[src/hw/cfg_port_pkg.sv]
// Operation
// RL1 - Device drops vector bits beyond enabled count
// RL2 - User overrides only min(capable, enabled) bits
// RL3 - Single vector: user drives request 01h
// RL4 - Thirty-two vectors: one shifted by vector
// RL5 - User checks mask register before signalling
// RL6 - MSI-X table and pending array in user
// RL7 - Nonzero class MSI goes over requester channel
// RL8 - Addresses are Dword, byte address over four
// RL9 - Read: address, function; data valid with done
// RL10 - Write: address, data, byte mask, strobe
// RL11 - Write inputs held stable until done
// RL12 - Write strobe dropped cycle after done
// RL13 - Root port override writes read-only fields
// RL14 - Override ignored in endpoint, non Type-1
// RL15 - Root port sets up space via port
// RL16 - Done is one cycle per access
// RL17 - Read strobe held; never both strobes
package cfg_port_pkg;
	localparam int ADDR_W = 10;
	localparam int FUNC_W = 8;
	localparam int FUNC_N = 2;
	localparam int SPACE_DW = 32;
	localparam int MSI_W = 32;
	localparam int CLK_NS = 100;
	localparam int WRITE_LAT_NS = 300;
	localparam int WRITE_LAT_CYC = (WRITE_LAT_NS + CLK_NS - 1) / CLK_NS;
	localparam logic [9:0] RO_DW0 = 10'h000;
	localparam logic [9:0] RO_DW2 = 10'h002;
	localparam logic [9:0] TYPE1_HDR_LAST = 10'h00F;
	localparam logic [9:0] MSI_CTRL_DW = 10'h012;
	localparam logic [9:0] MSI_MASK_DW = 10'h014;
	localparam int MSI_EN_BIT = 16;
	localparam int MMEN_LSB = 20;
	localparam logic [2:0] MM_CAPABLE = 3'h5;
	localparam logic [31:0] SPACE_RST = 32'h0000_0000;
	// Controller register map
	localparam logic [7:0] CTRL_OFS = 8'h00;
	localparam logic [7:0] WDATA_OFS = 8'h04;
	localparam logic [7:0] RDATA_OFS = 8'h08;
	localparam logic [7:0] STATUS_OFS = 8'h0C;
	localparam logic [7:0] INT_STAT_OFS = 8'h10;
	localparam logic [7:0] INT_MASK_OFS = 8'h14;
	localparam logic [7:0] MSI_REQ_OFS = 8'h18;
	localparam int CTRL_FUNC_LSB = 10;
	localparam int CTRL_BE_LSB = 18;
	localparam int CTRL_OVR_BIT = 22;
	localparam int CTRL_RD_BIT = 24;
	localparam int CTRL_WR_BIT = 25;
	localparam logic [31:0] CTRL_KEEP = 32'h007F_FFFF;
	localparam logic [31:0] CTRL_RST = 32'h003C_0000;
	localparam int MSI_PVM_BIT = 8;
	localparam int EV_DONE = 0;
	localparam int EV_SENT = 1;
	localparam int EV_BLOCK = 2;
	localparam int EV_N = 3;
	localparam logic [1:0] RESP_OKAY = 2'h0;
	localparam logic [1:0] RESP_SLVERR = 2'h2;

	function automatic logic [31:0] be_mask(input logic [3:0] be);
		logic [31:0] m;
		m = '0;
		for (int i = 0; i < 4; i++) begin
			m[i*8 +: 8] = {8{be[i]}};
		end
		return m;
	endfunction : be_mask

	// Vector bits usable: lesser of capable and enabled
	function automatic logic [2:0] msi_bits(input logic [2:0] mmen);
		return (mmen < MM_CAPABLE) ? mmen : MM_CAPABLE;
	endfunction : msi_bits
endpackage : cfg_port_pkg

[src/hw/cfg_port_if.sv]
`timescale 1ns/1ns
interface cfg_port_if;
	logic [17:0] mgmt_addr;
	logic mgmt_read;
	logic mgmt_write;
	logic [31:0] write_data;
	logic [3:0] byte_enable;
	logic type1_readonly_override;
	logic [31:0] read_data;
	logic done;
	logic [2:0] msi_mmenable;
	logic [31:0] msi_int;
	logic msi_sent;

	modport device (
		input mgmt_addr,
		input mgmt_read,
		input mgmt_write,
		input write_data,
		input byte_enable,
		input type1_readonly_override,
		input msi_int,
		output read_data,
		output done,
		output msi_mmenable,
		output msi_sent
	);

	modport user (
		output mgmt_addr,
		output mgmt_read,
		output mgmt_write,
		output write_data,
		output byte_enable,
		output type1_readonly_override,
		output msi_int,
		input read_data,
		input done,
		input msi_mmenable,
		input msi_sent
	);
endinterface : cfg_port_if

[src/hw/cfg_port_user.sv]
`timescale 1ns/1ns
module cfg_port_user (
	input wire logic aclk,
	input wire logic aresetn,
	input wire logic [7:0] s_axi_awaddr,
	input wire logic s_axi_awvalid,
	output logic s_axi_awready,
	input wire logic [31:0] s_axi_wdata,
	input wire logic [3:0] s_axi_wstrb,
	input wire logic s_axi_wvalid,
	output logic s_axi_wready,
	output logic [1:0] s_axi_bresp,
	output logic s_axi_bvalid,
	input wire logic s_axi_bready,
	input wire logic [7:0] s_axi_araddr,
	input wire logic s_axi_arvalid,
	output logic s_axi_arready,
	output logic [31:0] s_axi_rdata,
	output logic [1:0] s_axi_rresp,
	output logic s_axi_rvalid,
	input wire logic s_axi_rready,
	output logic irq,
	cfg_port_if.user port
);
	import cfg_port_pkg::*;

	typedef enum logic [1:0] {U_IDLE, U_CFG, U_MASK, U_MSI} ustate_t;

	ustate_t state_reg;
	logic [31:0] ctrl_reg;
	logic [31:0] wdata_reg;
	logic [31:0] rdata_reg;
	logic [EV_N-1:0] int_stat_reg;
	logic [EV_N-1:0] int_mask_reg;
	logic [EV_N-1:0] ev;
	logic [4:0] msi_vec_reg;
	logic pvm_reg;
	logic blocked_reg;

	// ----------------------------------------
	// AXI4-Lite slave handshake
	// ----------------------------------------
	logic wr_take;
	logic wr_fire;
	logic rd_take;
	logic rd_fire;
	logic [31:0] wm;
	logic [31:0] wnew;
	logic wr_hit;
	logic rd_hit;
	logic [31:0] rd_mux;

	assign wr_take = s_axi_awvalid && s_axi_wvalid && !s_axi_awready &&
		!s_axi_bvalid;
	assign wr_fire = s_axi_awvalid && s_axi_awready && s_axi_wvalid &&
		s_axi_wready;
	assign rd_take = s_axi_arvalid && !s_axi_arready && !s_axi_rvalid;
	assign rd_fire = s_axi_arvalid && s_axi_arready;
	assign wm = be_mask(s_axi_wstrb);
	assign wnew = s_axi_wdata & wm;

	always_comb begin
		wr_hit = 1'b1;
		case (s_axi_awaddr)
			CTRL_OFS, WDATA_OFS, INT_STAT_OFS, INT_MASK_OFS,
			MSI_REQ_OFS: wr_hit = 1'b1;
			default: wr_hit = 1'b0;
		endcase
	end

	always_comb begin
		rd_hit = 1'b1;
		case (s_axi_araddr)
			CTRL_OFS: rd_mux = ctrl_reg;
			WDATA_OFS: rd_mux = wdata_reg;
			RDATA_OFS: rd_mux = rdata_reg;
			STATUS_OFS: rd_mux = {27'h0, blocked_reg, port.msi_mmenable,
				state_reg != U_IDLE};
			INT_STAT_OFS: rd_mux = {29'h0, int_stat_reg};
			INT_MASK_OFS: rd_mux = {29'h0, int_mask_reg};
			MSI_REQ_OFS: rd_mux = {23'h0, pvm_reg, 3'h0, msi_vec_reg};
			default: begin
				rd_mux = '0;
				rd_hit = 1'b0;
			end
		endcase
	end

	// Write address and data taken together
	always_ff @(posedge aclk) begin
		if (!aresetn) begin
			s_axi_awready <= 1'b0;
			s_axi_wready <= 1'b0;
			s_axi_bvalid <= 1'b0;
			s_axi_bresp <= RESP_OKAY;
		end else begin
			s_axi_awready <= wr_take;
			s_axi_wready <= wr_take;
			if (wr_fire) begin
				s_axi_bvalid <= 1'b1;
				s_axi_bresp <= wr_hit ? RESP_OKAY : RESP_SLVERR;
			end else if (s_axi_bready) begin
				s_axi_bvalid <= 1'b0;
			end
		end
	end

	always_ff @(posedge aclk) begin
		if (!aresetn) begin
			s_axi_arready <= 1'b0;
			s_axi_rvalid <= 1'b0;
			s_axi_rdata <= '0;
			s_axi_rresp <= RESP_OKAY;
		end else begin
			s_axi_arready <= rd_take;
			if (rd_fire) begin
				s_axi_rvalid <= 1'b1;
				s_axi_rdata <= rd_mux;
				s_axi_rresp <= rd_hit ? RESP_OKAY : RESP_SLVERR;
			end else if (s_axi_rready) begin
				s_axi_rvalid <= 1'b0;
			end
		end
	end

	// ----------------------------------------
	// Software registers
	// ----------------------------------------
	logic ctrl_wr;
	logic msi_wr;
	logic [31:0] ctrl_new;

	assign ctrl_wr = wr_fire && s_axi_awaddr == CTRL_OFS;
	assign msi_wr = wr_fire && s_axi_awaddr == MSI_REQ_OFS;
	assign ctrl_new = ((ctrl_reg & ~wm) | wnew) & CTRL_KEEP;

	always_ff @(posedge aclk) begin
		if (!aresetn) begin
			ctrl_reg <= CTRL_RST;
			wdata_reg <= '0;
			int_mask_reg <= '0;
		end else if (wr_fire) begin
			if (s_axi_awaddr == CTRL_OFS) begin
				ctrl_reg <= ctrl_new;
			end
			if (s_axi_awaddr == WDATA_OFS) begin
				wdata_reg <= (wdata_reg & ~wm) | wnew;
			end
			if (s_axi_awaddr == INT_MASK_OFS) begin
				int_mask_reg <= (int_mask_reg & ~wm[EV_N-1:0]) |
					wnew[EV_N-1:0];
			end
		end
	end

	// Set beats clear on the same edge
	always_ff @(posedge aclk) begin
		if (!aresetn) begin
			int_stat_reg <= '0;
			irq <= 1'b0;
		end else begin
			if (wr_fire && s_axi_awaddr == INT_STAT_OFS) begin
				int_stat_reg <= (int_stat_reg & ~wnew[EV_N-1:0]) | ev;
			end else begin
				int_stat_reg <= int_stat_reg | ev;
			end
			irq <= |(int_stat_reg & int_mask_reg);
		end
	end

	// ----------------------------------------
	// MSI vector shaping
	// ----------------------------------------
	logic [2:0] nbits;
	logic [4:0] vec_lim;
	logic [31:0] onehot;

	// RL2 only granted low bits
	assign nbits = msi_bits(port.msi_mmenable);
	assign vec_lim = msi_vec_reg & (5'h1F >> (3'h5 - nbits));
	// RL3 RL4 one-hot by vector
	assign onehot = 32'h0000_0001 << vec_lim;

	// ----------------------------------------
	// Access and interrupt sequencer
	// ----------------------------------------
	always_ff @(posedge aclk) begin
		if (!aresetn) begin
			state_reg <= U_IDLE;
			port.mgmt_addr <= '0;
			port.mgmt_read <= 1'b0;
			port.mgmt_write <= 1'b0;
			port.write_data <= '0;
			port.byte_enable <= '0;
			port.type1_readonly_override <= 1'b0;
			port.msi_int <= '0;
			rdata_reg <= '0;
			msi_vec_reg <= '0;
			pvm_reg <= 1'b0;
			blocked_reg <= 1'b0;
			ev <= '0;
		end else begin
			ev <= '0;
			case (state_reg)
				U_IDLE: begin
					// RL17 both strobes at once refused
					// RL15 space set up from here
					if (ctrl_wr && (wnew[CTRL_RD_BIT] ^ wnew[CTRL_WR_BIT])) begin
						// RL8 Dword address, RL9 function
						port.mgmt_addr <= ctrl_new[17:0];
						port.byte_enable <= ctrl_new[CTRL_BE_LSB +: 4];
						port.type1_readonly_override <= ctrl_new[CTRL_OVR_BIT];
						port.write_data <= wdata_reg;
						port.mgmt_read <= wnew[CTRL_RD_BIT];
						// RL10 write strobe raised
						port.mgmt_write <= wnew[CTRL_WR_BIT];
						state_reg <= U_CFG;
					end else if (msi_wr) begin
						msi_vec_reg <= wnew[4:0];
						pvm_reg <= wnew[MSI_PVM_BIT];
						blocked_reg <= 1'b0;
						if (wnew[MSI_PVM_BIT]) begin
							// RL5 fetch mask first
							port.mgmt_addr <= {8'h00, MSI_MASK_DW};
							port.mgmt_read <= 1'b1;
							state_reg <= U_MASK;
						end else begin
							state_reg <= U_MSI;
						end
					end
				end
				// RL11 inputs held until done
				U_CFG: begin
					if (port.done) begin
						// RL12 strobe drops next cycle
						port.mgmt_write <= 1'b0;
						port.mgmt_read <= 1'b0;
						port.type1_readonly_override <= 1'b0;
						if (port.mgmt_read) begin
							rdata_reg <= port.read_data;
						end
						ev[EV_DONE] <= 1'b1;
						state_reg <= U_IDLE;
					end
				end
				U_MASK: begin
					if (port.done) begin
						port.mgmt_read <= 1'b0;
						// RL5 masked vector withheld
						if (port.read_data[vec_lim]) begin
							blocked_reg <= 1'b1;
							ev[EV_BLOCK] <= 1'b1;
							state_reg <= U_IDLE;
						end else begin
							state_reg <= U_MSI;
						end
					end
				end
				// RL6 RL7 MSI-X and nonzero class elsewhere
				U_MSI: begin
					port.msi_int <= port.msi_sent ? '0 : onehot;
					if (port.msi_sent) begin
						ev[EV_SENT] <= 1'b1;
						state_reg <= U_IDLE;
					end
				end
				default: state_reg <= U_IDLE;
			endcase
		end
	end
endmodule : cfg_port_user

[src/flat_wrapper.sv]
// flat-port wrapper written by rule: the top's interface ports become plain ports
module cfg_port_user_flat import cfg_port_pkg::*;
  (aclk, aresetn, s_axi_awaddr, s_axi_awvalid, s_axi_awready, s_axi_wdata, s_axi_wstrb, s_axi_wvalid, s_axi_wready, s_axi_bresp, s_axi_bvalid, s_axi_bready, s_axi_araddr, s_axi_arvalid, s_axi_arready, s_axi_rdata, s_axi_rresp, s_axi_rvalid, s_axi_rready, irq, port_mgmt_addr, port_mgmt_read, port_mgmt_write, port_write_data, port_byte_enable, port_type1_readonly_override, port_msi_int, port_read_data, port_done, port_msi_mmenable, port_msi_sent);
  cfg_port_if port_i ();
  input wire logic aclk;
  input wire logic aresetn;
  input wire logic [7:0] s_axi_awaddr;
  input wire logic s_axi_awvalid;
  output logic s_axi_awready;
  input wire logic [31:0] s_axi_wdata;
  input wire logic [3:0] s_axi_wstrb;
  input wire logic s_axi_wvalid;
  output logic s_axi_wready;
  output logic [1:0] s_axi_bresp;
  output logic s_axi_bvalid;
  input wire logic s_axi_bready;
  input wire logic [7:0] s_axi_araddr;
  input wire logic s_axi_arvalid;
  output logic s_axi_arready;
  output logic [31:0] s_axi_rdata;
  output logic [1:0] s_axi_rresp;
  output logic s_axi_rvalid;
  input wire logic s_axi_rready;
  output logic irq;
  output wire logic [$bits(port_i.mgmt_addr)-1:0] port_mgmt_addr;
  output wire logic [$bits(port_i.mgmt_read)-1:0] port_mgmt_read;
  output wire logic [$bits(port_i.mgmt_write)-1:0] port_mgmt_write;
  output wire logic [$bits(port_i.write_data)-1:0] port_write_data;
  output wire logic [$bits(port_i.byte_enable)-1:0] port_byte_enable;
  output wire logic [$bits(port_i.type1_readonly_override)-1:0] port_type1_readonly_override;
  output wire logic [$bits(port_i.msi_int)-1:0] port_msi_int;
  input wire logic [$bits(port_i.read_data)-1:0] port_read_data;
  input wire logic [$bits(port_i.done)-1:0] port_done;
  input wire logic [$bits(port_i.msi_mmenable)-1:0] port_msi_mmenable;
  input wire logic [$bits(port_i.msi_sent)-1:0] port_msi_sent;
  assign port_mgmt_addr = port_i.mgmt_addr;
  assign port_mgmt_read = port_i.mgmt_read;
  assign port_mgmt_write = port_i.mgmt_write;
  assign port_write_data = port_i.write_data;
  assign port_byte_enable = port_i.byte_enable;
  assign port_type1_readonly_override = port_i.type1_readonly_override;
  assign port_msi_int = port_i.msi_int;
  assign port_i.read_data = port_read_data;
  assign port_i.done = port_done;
  assign port_i.msi_mmenable = port_msi_mmenable;
  assign port_i.msi_sent = port_msi_sent;
  cfg_port_user u_core (.aclk(aclk), .aresetn(aresetn), .s_axi_awaddr(s_axi_awaddr), .s_axi_awvalid(s_axi_awvalid), .s_axi_awready(s_axi_awready), .s_axi_wdata(s_axi_wdata), .s_axi_wstrb(s_axi_wstrb), .s_axi_wvalid(s_axi_wvalid), .s_axi_wready(s_axi_wready), .s_axi_bresp(s_axi_bresp), .s_axi_bvalid(s_axi_bvalid), .s_axi_bready(s_axi_bready), .s_axi_araddr(s_axi_araddr), .s_axi_arvalid(s_axi_arvalid), .s_axi_arready(s_axi_arready), .s_axi_rdata(s_axi_rdata), .s_axi_rresp(s_axi_rresp), .s_axi_rvalid(s_axi_rvalid), .s_axi_rready(s_axi_rready), .irq(irq), .port(port_i));
endmodule
[config.mk]
export PLATFORM = sky130hd
export DESIGN_NAME = cfg_port_user_flat
export DESIGN_NICKNAME = d
export VERILOG_FILES = /design/src/hw/cfg_port_pkg.sv /design/src/hw/cfg_port_if.sv /design/src/hw/cfg_port_user.sv /design/src/flat_wrapper.sv
export SDC_FILE = /design/constraint.sdc
export NUM_CORES = 1
export LEC_CHECK = 0
export BUFFER_PORTS_ARGS = -buffer_cell sky130_fd_sc_hd__buf_2
export CAP_MARGIN = 25
export CORE_MARGIN = 2
export CORE_UTILIZATION = 45
export CTS_CLUSTER_DIAMETER = 100
export CTS_CLUSTER_SIZE = 24
export DETAILED_ROUTE_END_ITERATION = 16
export GPL_TIMING_DRIVEN = 0
export HOLD_SLACK_MARGIN = 0.02
export PLACE_DENSITY_LB_ADDON = 0.2
export SLEW_MARGIN = 5
export SYNTH_ARGS = -nofsm -noshare
export SYNTH_HDL_FRONTEND = slang
export SYNTH_SLANG_ARGS = --single-unit
[constraint.sdc]
create_clock -name aclk -period 4.25 [get_ports aclk]
set_clock_uncertainty 0.1 [all_clocks]
set_input_delay 1.0625 -clock aclk [delete_from_list [all_inputs] [get_ports aclk]]
set_output_delay 1.0625 -clock aclk [all_outputs]
set_load 0.02 [all_outputs]
==> results of run 1 <==
worst paths after layout:
kind | end | slack [ns] | cells after the start
max | u_core.ev[2]$_SDFF_PN0_ | 0.57 | 9
min | u_core.int_stat_reg[1]$_SDFF_PN0_ | 0.33 | 2
max reg2reg | u_core.ev[2]$_SDFF_PN0_ | 1.43 | 6
min reg2reg | u_core.int_stat_reg[1]$_SDFF_PN0_ | 0.33 | 2
layer usage:
metal	global-route usage (%)	wire length, µm	up-vias
li1	-	-	4699
met1	37.0	14400	4600
met2	44.7	15400	380
met3	4.66	2460	71
met4	10.4	1150	2
met5	0	16	-
cells in the mapped netlist (6+ instances only):
| cell | instances |
|---|---|
| sky130_fd_sc_hd__and3_1 | 10 |
| sky130_fd_sc_hd__buf_4 | 8 |
| sky130_fd_sc_hd__o21ai_0 | 44 |
| sky130_fd_sc_hd__mux2i_1 | 30 |
| sky130_fd_sc_hd__inv_1 | 16 |
| sky130_fd_sc_hd__nor2_1 | 128 |
| sky130_fd_sc_hd__nand2b_1 | 8 |
| sky130_fd_sc_hd__dfxtp_1 | 233 |
| sky130_fd_sc_hd__a22oi_1 | 30 |
| sky130_fd_sc_hd__a211oi_1 | 20 |
| sky130_fd_sc_hd__and2_1 | 33 |
| sky130_fd_sc_hd__nor3_1 | 12 |
| sky130_fd_sc_hd__nor2b_1 | 7 |
| sky130_fd_sc_hd__clkbuf_1 | 68 |
| sky130_fd_sc_hd__buf_1 | 6 |
| sky130_fd_sc_hd__nand2_1 | 231 |
| sky130_fd_sc_hd__nand3_1 | 58 |
| sky130_fd_sc_hd__a21oi_1 | 145 |
| sky130_fd_sc_hd__buf_2 | 12 |
| sky130_fd_sc_hd__a222oi_1 | 18 |
cell families after synthesis:
logic type | count (synthesis) | synth area share, %
AO/OA/AOI/OAI | 312 | 20.1
other | 1 | 0.0378
AND/OR/NAND/NOR | 510 | 22.9
adder cells (fa/ha/maj) | 5 | 0.631
XOR/XNOR | 1 | 0.0884
flip-flops | 233 | 47.1
multiplexers | 38 | 4.28
buffers and inverters | 114 | 4.92
power by group:
| group | switching, mW | internal [mW] |
|---|---|---|
| clock network | 0.723 | 0.563 |
| registers | 0.00327 | 2.19 |
| logic | 0.174 | 0.0787 |
area by class of cell:
cell class	instances	area share, %
Antenna cell	1	0.0214
Buffer	96	3.59
Clock buffer	13	2.78
Clock inverter	2	0.150
Inverter	18	0.577
Multi-Input combinational cell	868	40.7
Sequential cell	233	39.8
Tap cell	280	2.99
Timing Repair Buffer	219	9.40
through the flow:
stage | utilization (%) | hold slack [ns] | std cells | instance area [µm²] | power [mW]
after floorplan | - | 0.311 | 1215 | 9920 | 2.36
after global placement | 52.2 | 0.321 | 1712 | 11400 | 2.48
after detailed placement | 52.2 | 0.327 | 1712 | 11400 | 2.48
after CTS | 53.8 | 0.341 | 1727 | 11700 | 3.74
after global routing | 53.8 | 0.345 | 1730 | 11700 | 3.83
final | 53.8 | 0.333 | 1730 | 11700 | 3.73
critical path: cells and delay by family:
kind / cells / cell delay (ns)
fa+ha+maj: 1 / 0.41
buf+inv: 2 / 0.36
simple gates: 3 / 0.79
compound gates: 3 / 1.39
==> results.toml, run 1 <==
[synth]
synth_edf_count = 0
syn_inst = 1214
ys_ff_latch = 233
synth_async_sr_flop_share_pct = 0
synth_top_area_share_pct = 47.1
synth_top_cells_by_area = "sky130_fd_sc_hd__dfxtp_1 47%, sky130_fd_sc_hd__nand2_1 8.7%, sky130_fd_sc_hd__a21oi_1 7.3%"
syn-cell-area_um2 = 9910
synth.yosys.seq_area_share_pct = 47.1
synth_largest_area_cell = "sky130_fd_sc_hd__dfxtp_1"
synth_cell_types = 68
ys_dominant_reg_cell = "sky130_fd_sc_hd__dfxtp_1"
yosysWarningCount = 0
syn-mean-instance-area_um2 = 8.17

[cells_and_area]
num-nets-final = 1550
multiInputGateArea_um2 = 4760
layout.area.seq_um2 = 4660
final.fill_count = 2167
layout-area-overhead-vs-synth_pct = 18.2
most_common_cell_after_layout_fill_and_taps_aside = "sky130_fd_sc_hd__dfxtp_1"
post_route_cells_drive_above_1_share_pct = 19.0
layout_common_cells = "233 x sky130_fd_sc_hd__dfxtp_1, 231 x sky130_fd_sc_hd__nand2_1, 229 x sky130_fd_sc_hd__buf_2, 145 x sky130_fd_sc_hd__a21oi_1, 128 x sky130_fd_sc_hd__nor2_1"

[global_route]
grt-ovfl-total = 0
grt_first_pass_wirelength_mm = 51.1
first_global_vias = 9121
grt_start_max_net_pins = 25
grt_antenna_before_repair = 3
overall_routing_resource_usage_pct = 27.6

[cts]
cts-hold-fix-buffers = 0
worst_skew_pair.late_latency_ns = 0.49
cts_tree = "built"
post_cts_buffers = 0
cts_buffers = 13
path_clk_slew_ns = 0.09
htree_levels = 1
cts_num_sinks = 233
root_buffer = "sky130_fd_sc_hd__clkbuf_16"
cts.repair.resized = 0
ctsLongestPathBuffers = 3

[drt]
totalWireLength_mm = 33.4
via_per_inst = 5.64
post_drt_wl_per_cell_um = 19.3
drt-pass1-iter-count = 6
drt_drc_violations_left = 0
drt.antenna.violating_nets = 0
detailedRoute.firstIterationViolations = 855
vias = 9752

[timing]
drv_slew = 0
setup_violations = 0
finalSetupTns_ns = 0
worst_slack_ns = 0.565
slew_headroom_pct = 35.4
fin_crit_sh_pct = 86.7
post-route-min-period_ns = 3.68
finalHoldViolations = 0
worst_pin_slew_ns = 0.962
fmax_mhz = 271
setup_repair_after_global_routing_missed_its_margin = "false"

[power]
power.ir.vdd_worst_uv = 266
power.static_leakage_nw = 4.54
power.density_cell_area_nw_per_um2 = 318

[min_path]
type_of_the_worst_min_delay_path = "flop to flop"
min-delay-start = "u_core.ev[1]$_SDFF_PN0_"

[placed_design]
preCtsSetupSlack_ns = 0.178
port_buffers = 217
place.gp.congestion = 0.912
place.detailed.hpwl_mm = 25.7

[die]
core_um2 = 21800
design.die.area_um2 = 23200
floorplan.rows = 54
die_height_um = 152
pin_count = 227
floorplan.initialDensity_pct = 45.6
fp.dieW_um = 152

[setup_path]
timing.critical_path.from_type = "primary input"
critical_path_required_ns = 4.57
critical_path_class = "primary input to flop"
critical_path.endpoint_type = "flop"
cp_slowest_stage_delay_ns = 0.82
timing.critical_path.slowest_stage_cell = "sky130_fd_sc_hd__a211oi_1"
critical_path.cell_chain = "buf_2, nand2b_1, ha_1, nor2b_1, buf_2, a211oi_1, a2111oi_0, nor3_1, o2111a_1"
startpoint = "port_msi_mmenable[2]"
cp_data_arrival_time_ns = 4.01
worst_r2r_startpoint = "u_core.msi_vec_reg[1]$_SDFFE_PN0P_"
crit_fanout = 10
dominant_cell_type_by_count_on_the_critical_path = "sky130_fd_sc_hd__buf_2"

[status]
run_status = "complete, no violations"

[job]
cap_violations = 0
Note: power is estimated with default switching activity, not from simulation.
==> run 2, diff against run 1 <==
--- a/config.mk
+++ b/config.mk
@@ -5,6 +5,7 @@
 export SDC_FILE = /design/constraint.sdc
 export NUM_CORES = 1
 export LEC_CHECK = 0
+export ABC_AREA = 1
 export BUFFER_PORTS_ARGS = -buffer_cell sky130_fd_sc_hd__buf_2
 export CAP_MARGIN = 25
 export CORE_MARGIN = 2
==> results.toml, run 2 <==
[global_route]
grt-ovfl-total = 0
grt.met1_usage_pct = 39.5
first_global_vias = 9003
top_usage_layer = "met2"
grt_antenna_before_repair = 1
groute.layer.met3.usage_pct = 4.94
overall_routing_resource_usage_pct = 28.7
grt_start_max_net_pins = 25
grt_first_pass_wirelength_mm = 49.9
global_route.usage.met2_pct = 46.3

[synth]
syn_inst = 1322
synth.yosys.seq_area_share_pct = 47.9
synth_cell_types = 40
synth_top_cells_by_area = "sky130_fd_sc_hd__dfxtp_1 48%, sky130_fd_sc_hd__a21oi_1 11%, sky130_fd_sc_hd__nand2_1 11%"
yosysWarningCount = 0
ys_dominant_reg_cell = "sky130_fd_sc_hd__dfxtp_1"
syn-mean-instance-area_um2 = 7.37
synth_largest_area_cell = "sky130_fd_sc_hd__dfxtp_1"
synth_commonest_cells = "277 x sky130_fd_sc_hd__nand2_1, 233 x sky130_fd_sc_hd__dfxtp_1, 208 x sky130_fd_sc_hd__a21oi_1, 139 x sky130_fd_sc_hd__o21ai_0, 136 x sky130_fd_sc_hd__inv_1"
synth_async_sr_flop_share_pct = 0
synth_most_common_cell = "sky130_fd_sc_hd__nand2_1"
synth_top_area_share_pct = 47.9
syn-cell-area_um2 = 9740
synth_edf_count = 0
ys_ff_latch = 233

[drt]
detailedRoute.firstIterationViolations = 835
totalWireLength_mm = 33.7
drt_drc_violations_left = 0
post_drt_wl_per_cell_um = 18.3
drt-pass1-iter-count = 5
drt.antenna.violating_nets = 0
vias = 10000
via_per_inst = 5.45

[placed_design]
preCtsSetupSlack_ns = 0.908
place.gp.congestion = 0.923
port_buffers = 222
place.detailed.hpwl_mm = 25.7

[timing]
finalSetupTns_ns = 0
setup_repair_after_global_routing_missed_its_margin = "false"
post-route-min-period_ns = 2.92
worst_slack_ns = 1.33
fmax_mhz = 343
finalHoldViolations = 0
fin_crit_sh_pct = 68.6
drv_slew = 0
slew_headroom_pct = 45.8
worst_pin_slew_ns = 0.804
setup_violations = 0

[cts]
path_clk_slew_ns = 0.10
ctsLongestPathBuffers = 3
cts_buffers = 13
cts-hold-fix-buffers = 0
cts.repair.resized = 0
post_cts_buffers = 0
cts_tree = "built"
worst_skew_pair.late_latency_ns = 0.49
htree_levels = 1
root_buffer = "sky130_fd_sc_hd__clkbuf_16"
cts_num_sinks = 233

[die]
pin_count = 227
floorplan.initialDensity_pct = 46.0
floorplan.rows = 53
design.die.area_um2 = 22800
core_um2 = 21200
die_height_um = 151
fp.dieW_um = 151

[job]
cap_violations = 0

[setup_path]
critical_path.cell_chain = "buf_2, inv_1, nand2_1, ha_1, inv_2, nand2_1, buf_2, nor2_2, nand2_1, nand2_1, nor2_1, nand3_1, nand3_1, nand3_1, nand2_1, nor3_1"
timing.critical_path.buf_inv = 4
path_delay_family = "simple AND/OR/NAND/NOR gates"
critical_path_required_ns = 4.55
timing.critical_path.from_type = "primary input"
crit_fanout = 10
dominant_cell_type_by_count_on_the_critical_path = "sky130_fd_sc_hd__nand2_1"
critical_path_class = "primary input to flop"
cp_data_arrival_time_ns = 3.22
critical_path.endpoint_type = "flop"
timing.critical_path.slowest_stage_cell = "sky130_fd_sc_hd__ha_1"
cp_slowest_stage_delay_ns = 0.35

[power]
power_frac_clock_pct = 32.8
switching_share_of_power_pct = 25.9
power.static_leakage_nw = 4.76
netSwitchingPower_mw = 1.01
power.density_cell_area_nw_per_um2 = 338
power.share.sequential_pct = 57.3
power.ir.vdd_worst_uv = 268
internal-power_mw = 2.89
post-layout-total-power_mw = 3.90
comb_power_share_pct = 9.9

[cells_and_area]
num-nets-final = 1661
post_route_cells_drive_above_1_share_pct = 18.1
layout_common_cells = "277 x sky130_fd_sc_hd__nand2_1, 236 x sky130_fd_sc_hd__buf_2, 233 x sky130_fd_sc_hd__dfxtp_1, 208 x sky130_fd_sc_hd__a21oi_1, 139 x sky130_fd_sc_hd__o21ai_0"
final.fill_count = 2107
layout-area-overhead-vs-synth_pct = 18.4
layout.area.seq_um2 = 4660
most_common_cell_after_layout_fill_and_taps_aside = "sky130_fd_sc_hd__nand2_1"
multiInputGateArea_um2 = 4180

[status]
run_status = "complete, no violations"

[min_path]
type_of_the_worst_min_delay_path = "flop to flop"
run 2: cell types whose count changed after synthesis, moves of 13 or more:
cell,delta
sky130_fd_sc_hd__a211oi_1,-13
sky130_fd_sc_hd__a21oi_1,+63
sky130_fd_sc_hd__a222oi_1,-18
sky130_fd_sc_hd__a22oi_1,-22
sky130_fd_sc_hd__and2_1,-32
sky130_fd_sc_hd__inv_1,+120
sky130_fd_sc_hd__mux2i_1,-30
sky130_fd_sc_hd__nand2_1,+46
sky130_fd_sc_hd__nand4_1,+14
sky130_fd_sc_hd__nor2_1,-76
sky130_fd_sc_hd__o21ai_0,+95
sky130_fd_sc_hd__o21ai_1,+16
sky130_fd_sc_hd__o22ai_1,+23
run 2: routing by layer:
layer / part of all wire (%) / routed length (µm) / up-vias
met5: 0 / 0 / -
met4: 2.9 / 970 / 0
met3: 9.0 / 3030 / 62
met2: 45 / 15300 / 449
met1: 43 / 14400 / 4622
li1: - / - / 4869
run 2: worst reg2reg max path, stage by stage, from the launching register on:
cell	delay, ns
sky130_fd_sc_hd__dfxtp_1	0.40
sky130_fd_sc_hd__nand3_2	0.19
sky130_fd_sc_hd__nor4_2	0.59
sky130_fd_sc_hd__nand4_1	0.24
sky130_fd_sc_hd__nand2_2	0.16
sky130_fd_sc_hd__inv_2	0.10
sky130_fd_sc_hd__buf_2	0.20
sky130_fd_sc_hd__nand2_1	0.08
sky130_fd_sc_hd__a21oi_1	0.05
run 2: path summary, 6_finish.rpt:
kind / from / to / slack (ns) / cells after the start
worst max-delay path: port_msi_mmenable[2] / u_core.ev[2]$_SDFF_PN0_ / 1.33 / 16
worst min-delay path: u_core.s_axi_arready$_SDFF_PN0_ / u_core.s_axi_arready$_SDFF_PN0_ / 0.34 / 1
worst max register to register: u_core.s_axi_awready$_SDFF_PN0_ / u_core.port.mgmt_addr[13]$_SDFFE_PN0P_ / 1.99 / 8
worst min register to register: u_core.s_axi_arready$_SDFF_PN0_ / u_core.s_axi_arready$_SDFF_PN0_ / 0.34 / 1
run 2: final cells by class:
cell class | count | share of cell area (%)
Clock inverter | 1 | 0.0759
Antenna cell | 1 | 0.0217
Timing Repair Buffer | 222 | 9.63
Multi-Input combinational cell | 866 | 36.2
Buffer | 82 | 3.18
Inverter | 142 | 4.66
Clock buffer | 13 | 2.82
Tap cell | 275 | 2.98
Sequential cell | 233 | 40.4
run 2: cells by family after synthesis:
kind of cell	share of synthesized area, %
AOI/OAI and AO/OA	22.9
adders and majority gates	0.642
buffers and inverters	9.29
DFF	47.9
other	0.0385
and+or+nand+nor	19.3
run 2: power groups by stage:
stage	clock network, mW	registers (mW)	logic, mW
global placement	0	2.28	0.373
floorplan	0	2.28	0.212
finish	1.28	2.23	0.386
detailed placement	0	2.28	0.376
CTS	1.30	2.23	0.378
global route	1.36	2.24	0.424
run 2: stage by stage:
step           std cells  cell area, µm²  util [%]  hold slack [ns]
2_1_floorplan       1323            9740         -            0.315
5_1_grt             1835           11500      54.5            0.364
3_5_place_dp        1820           11200      52.9            0.335
3_3_place_gp        1820           11200      52.9            0.326
4_1_cts             1834           11500      54.5            0.348
6_report            1835           11500      54.5            0.343
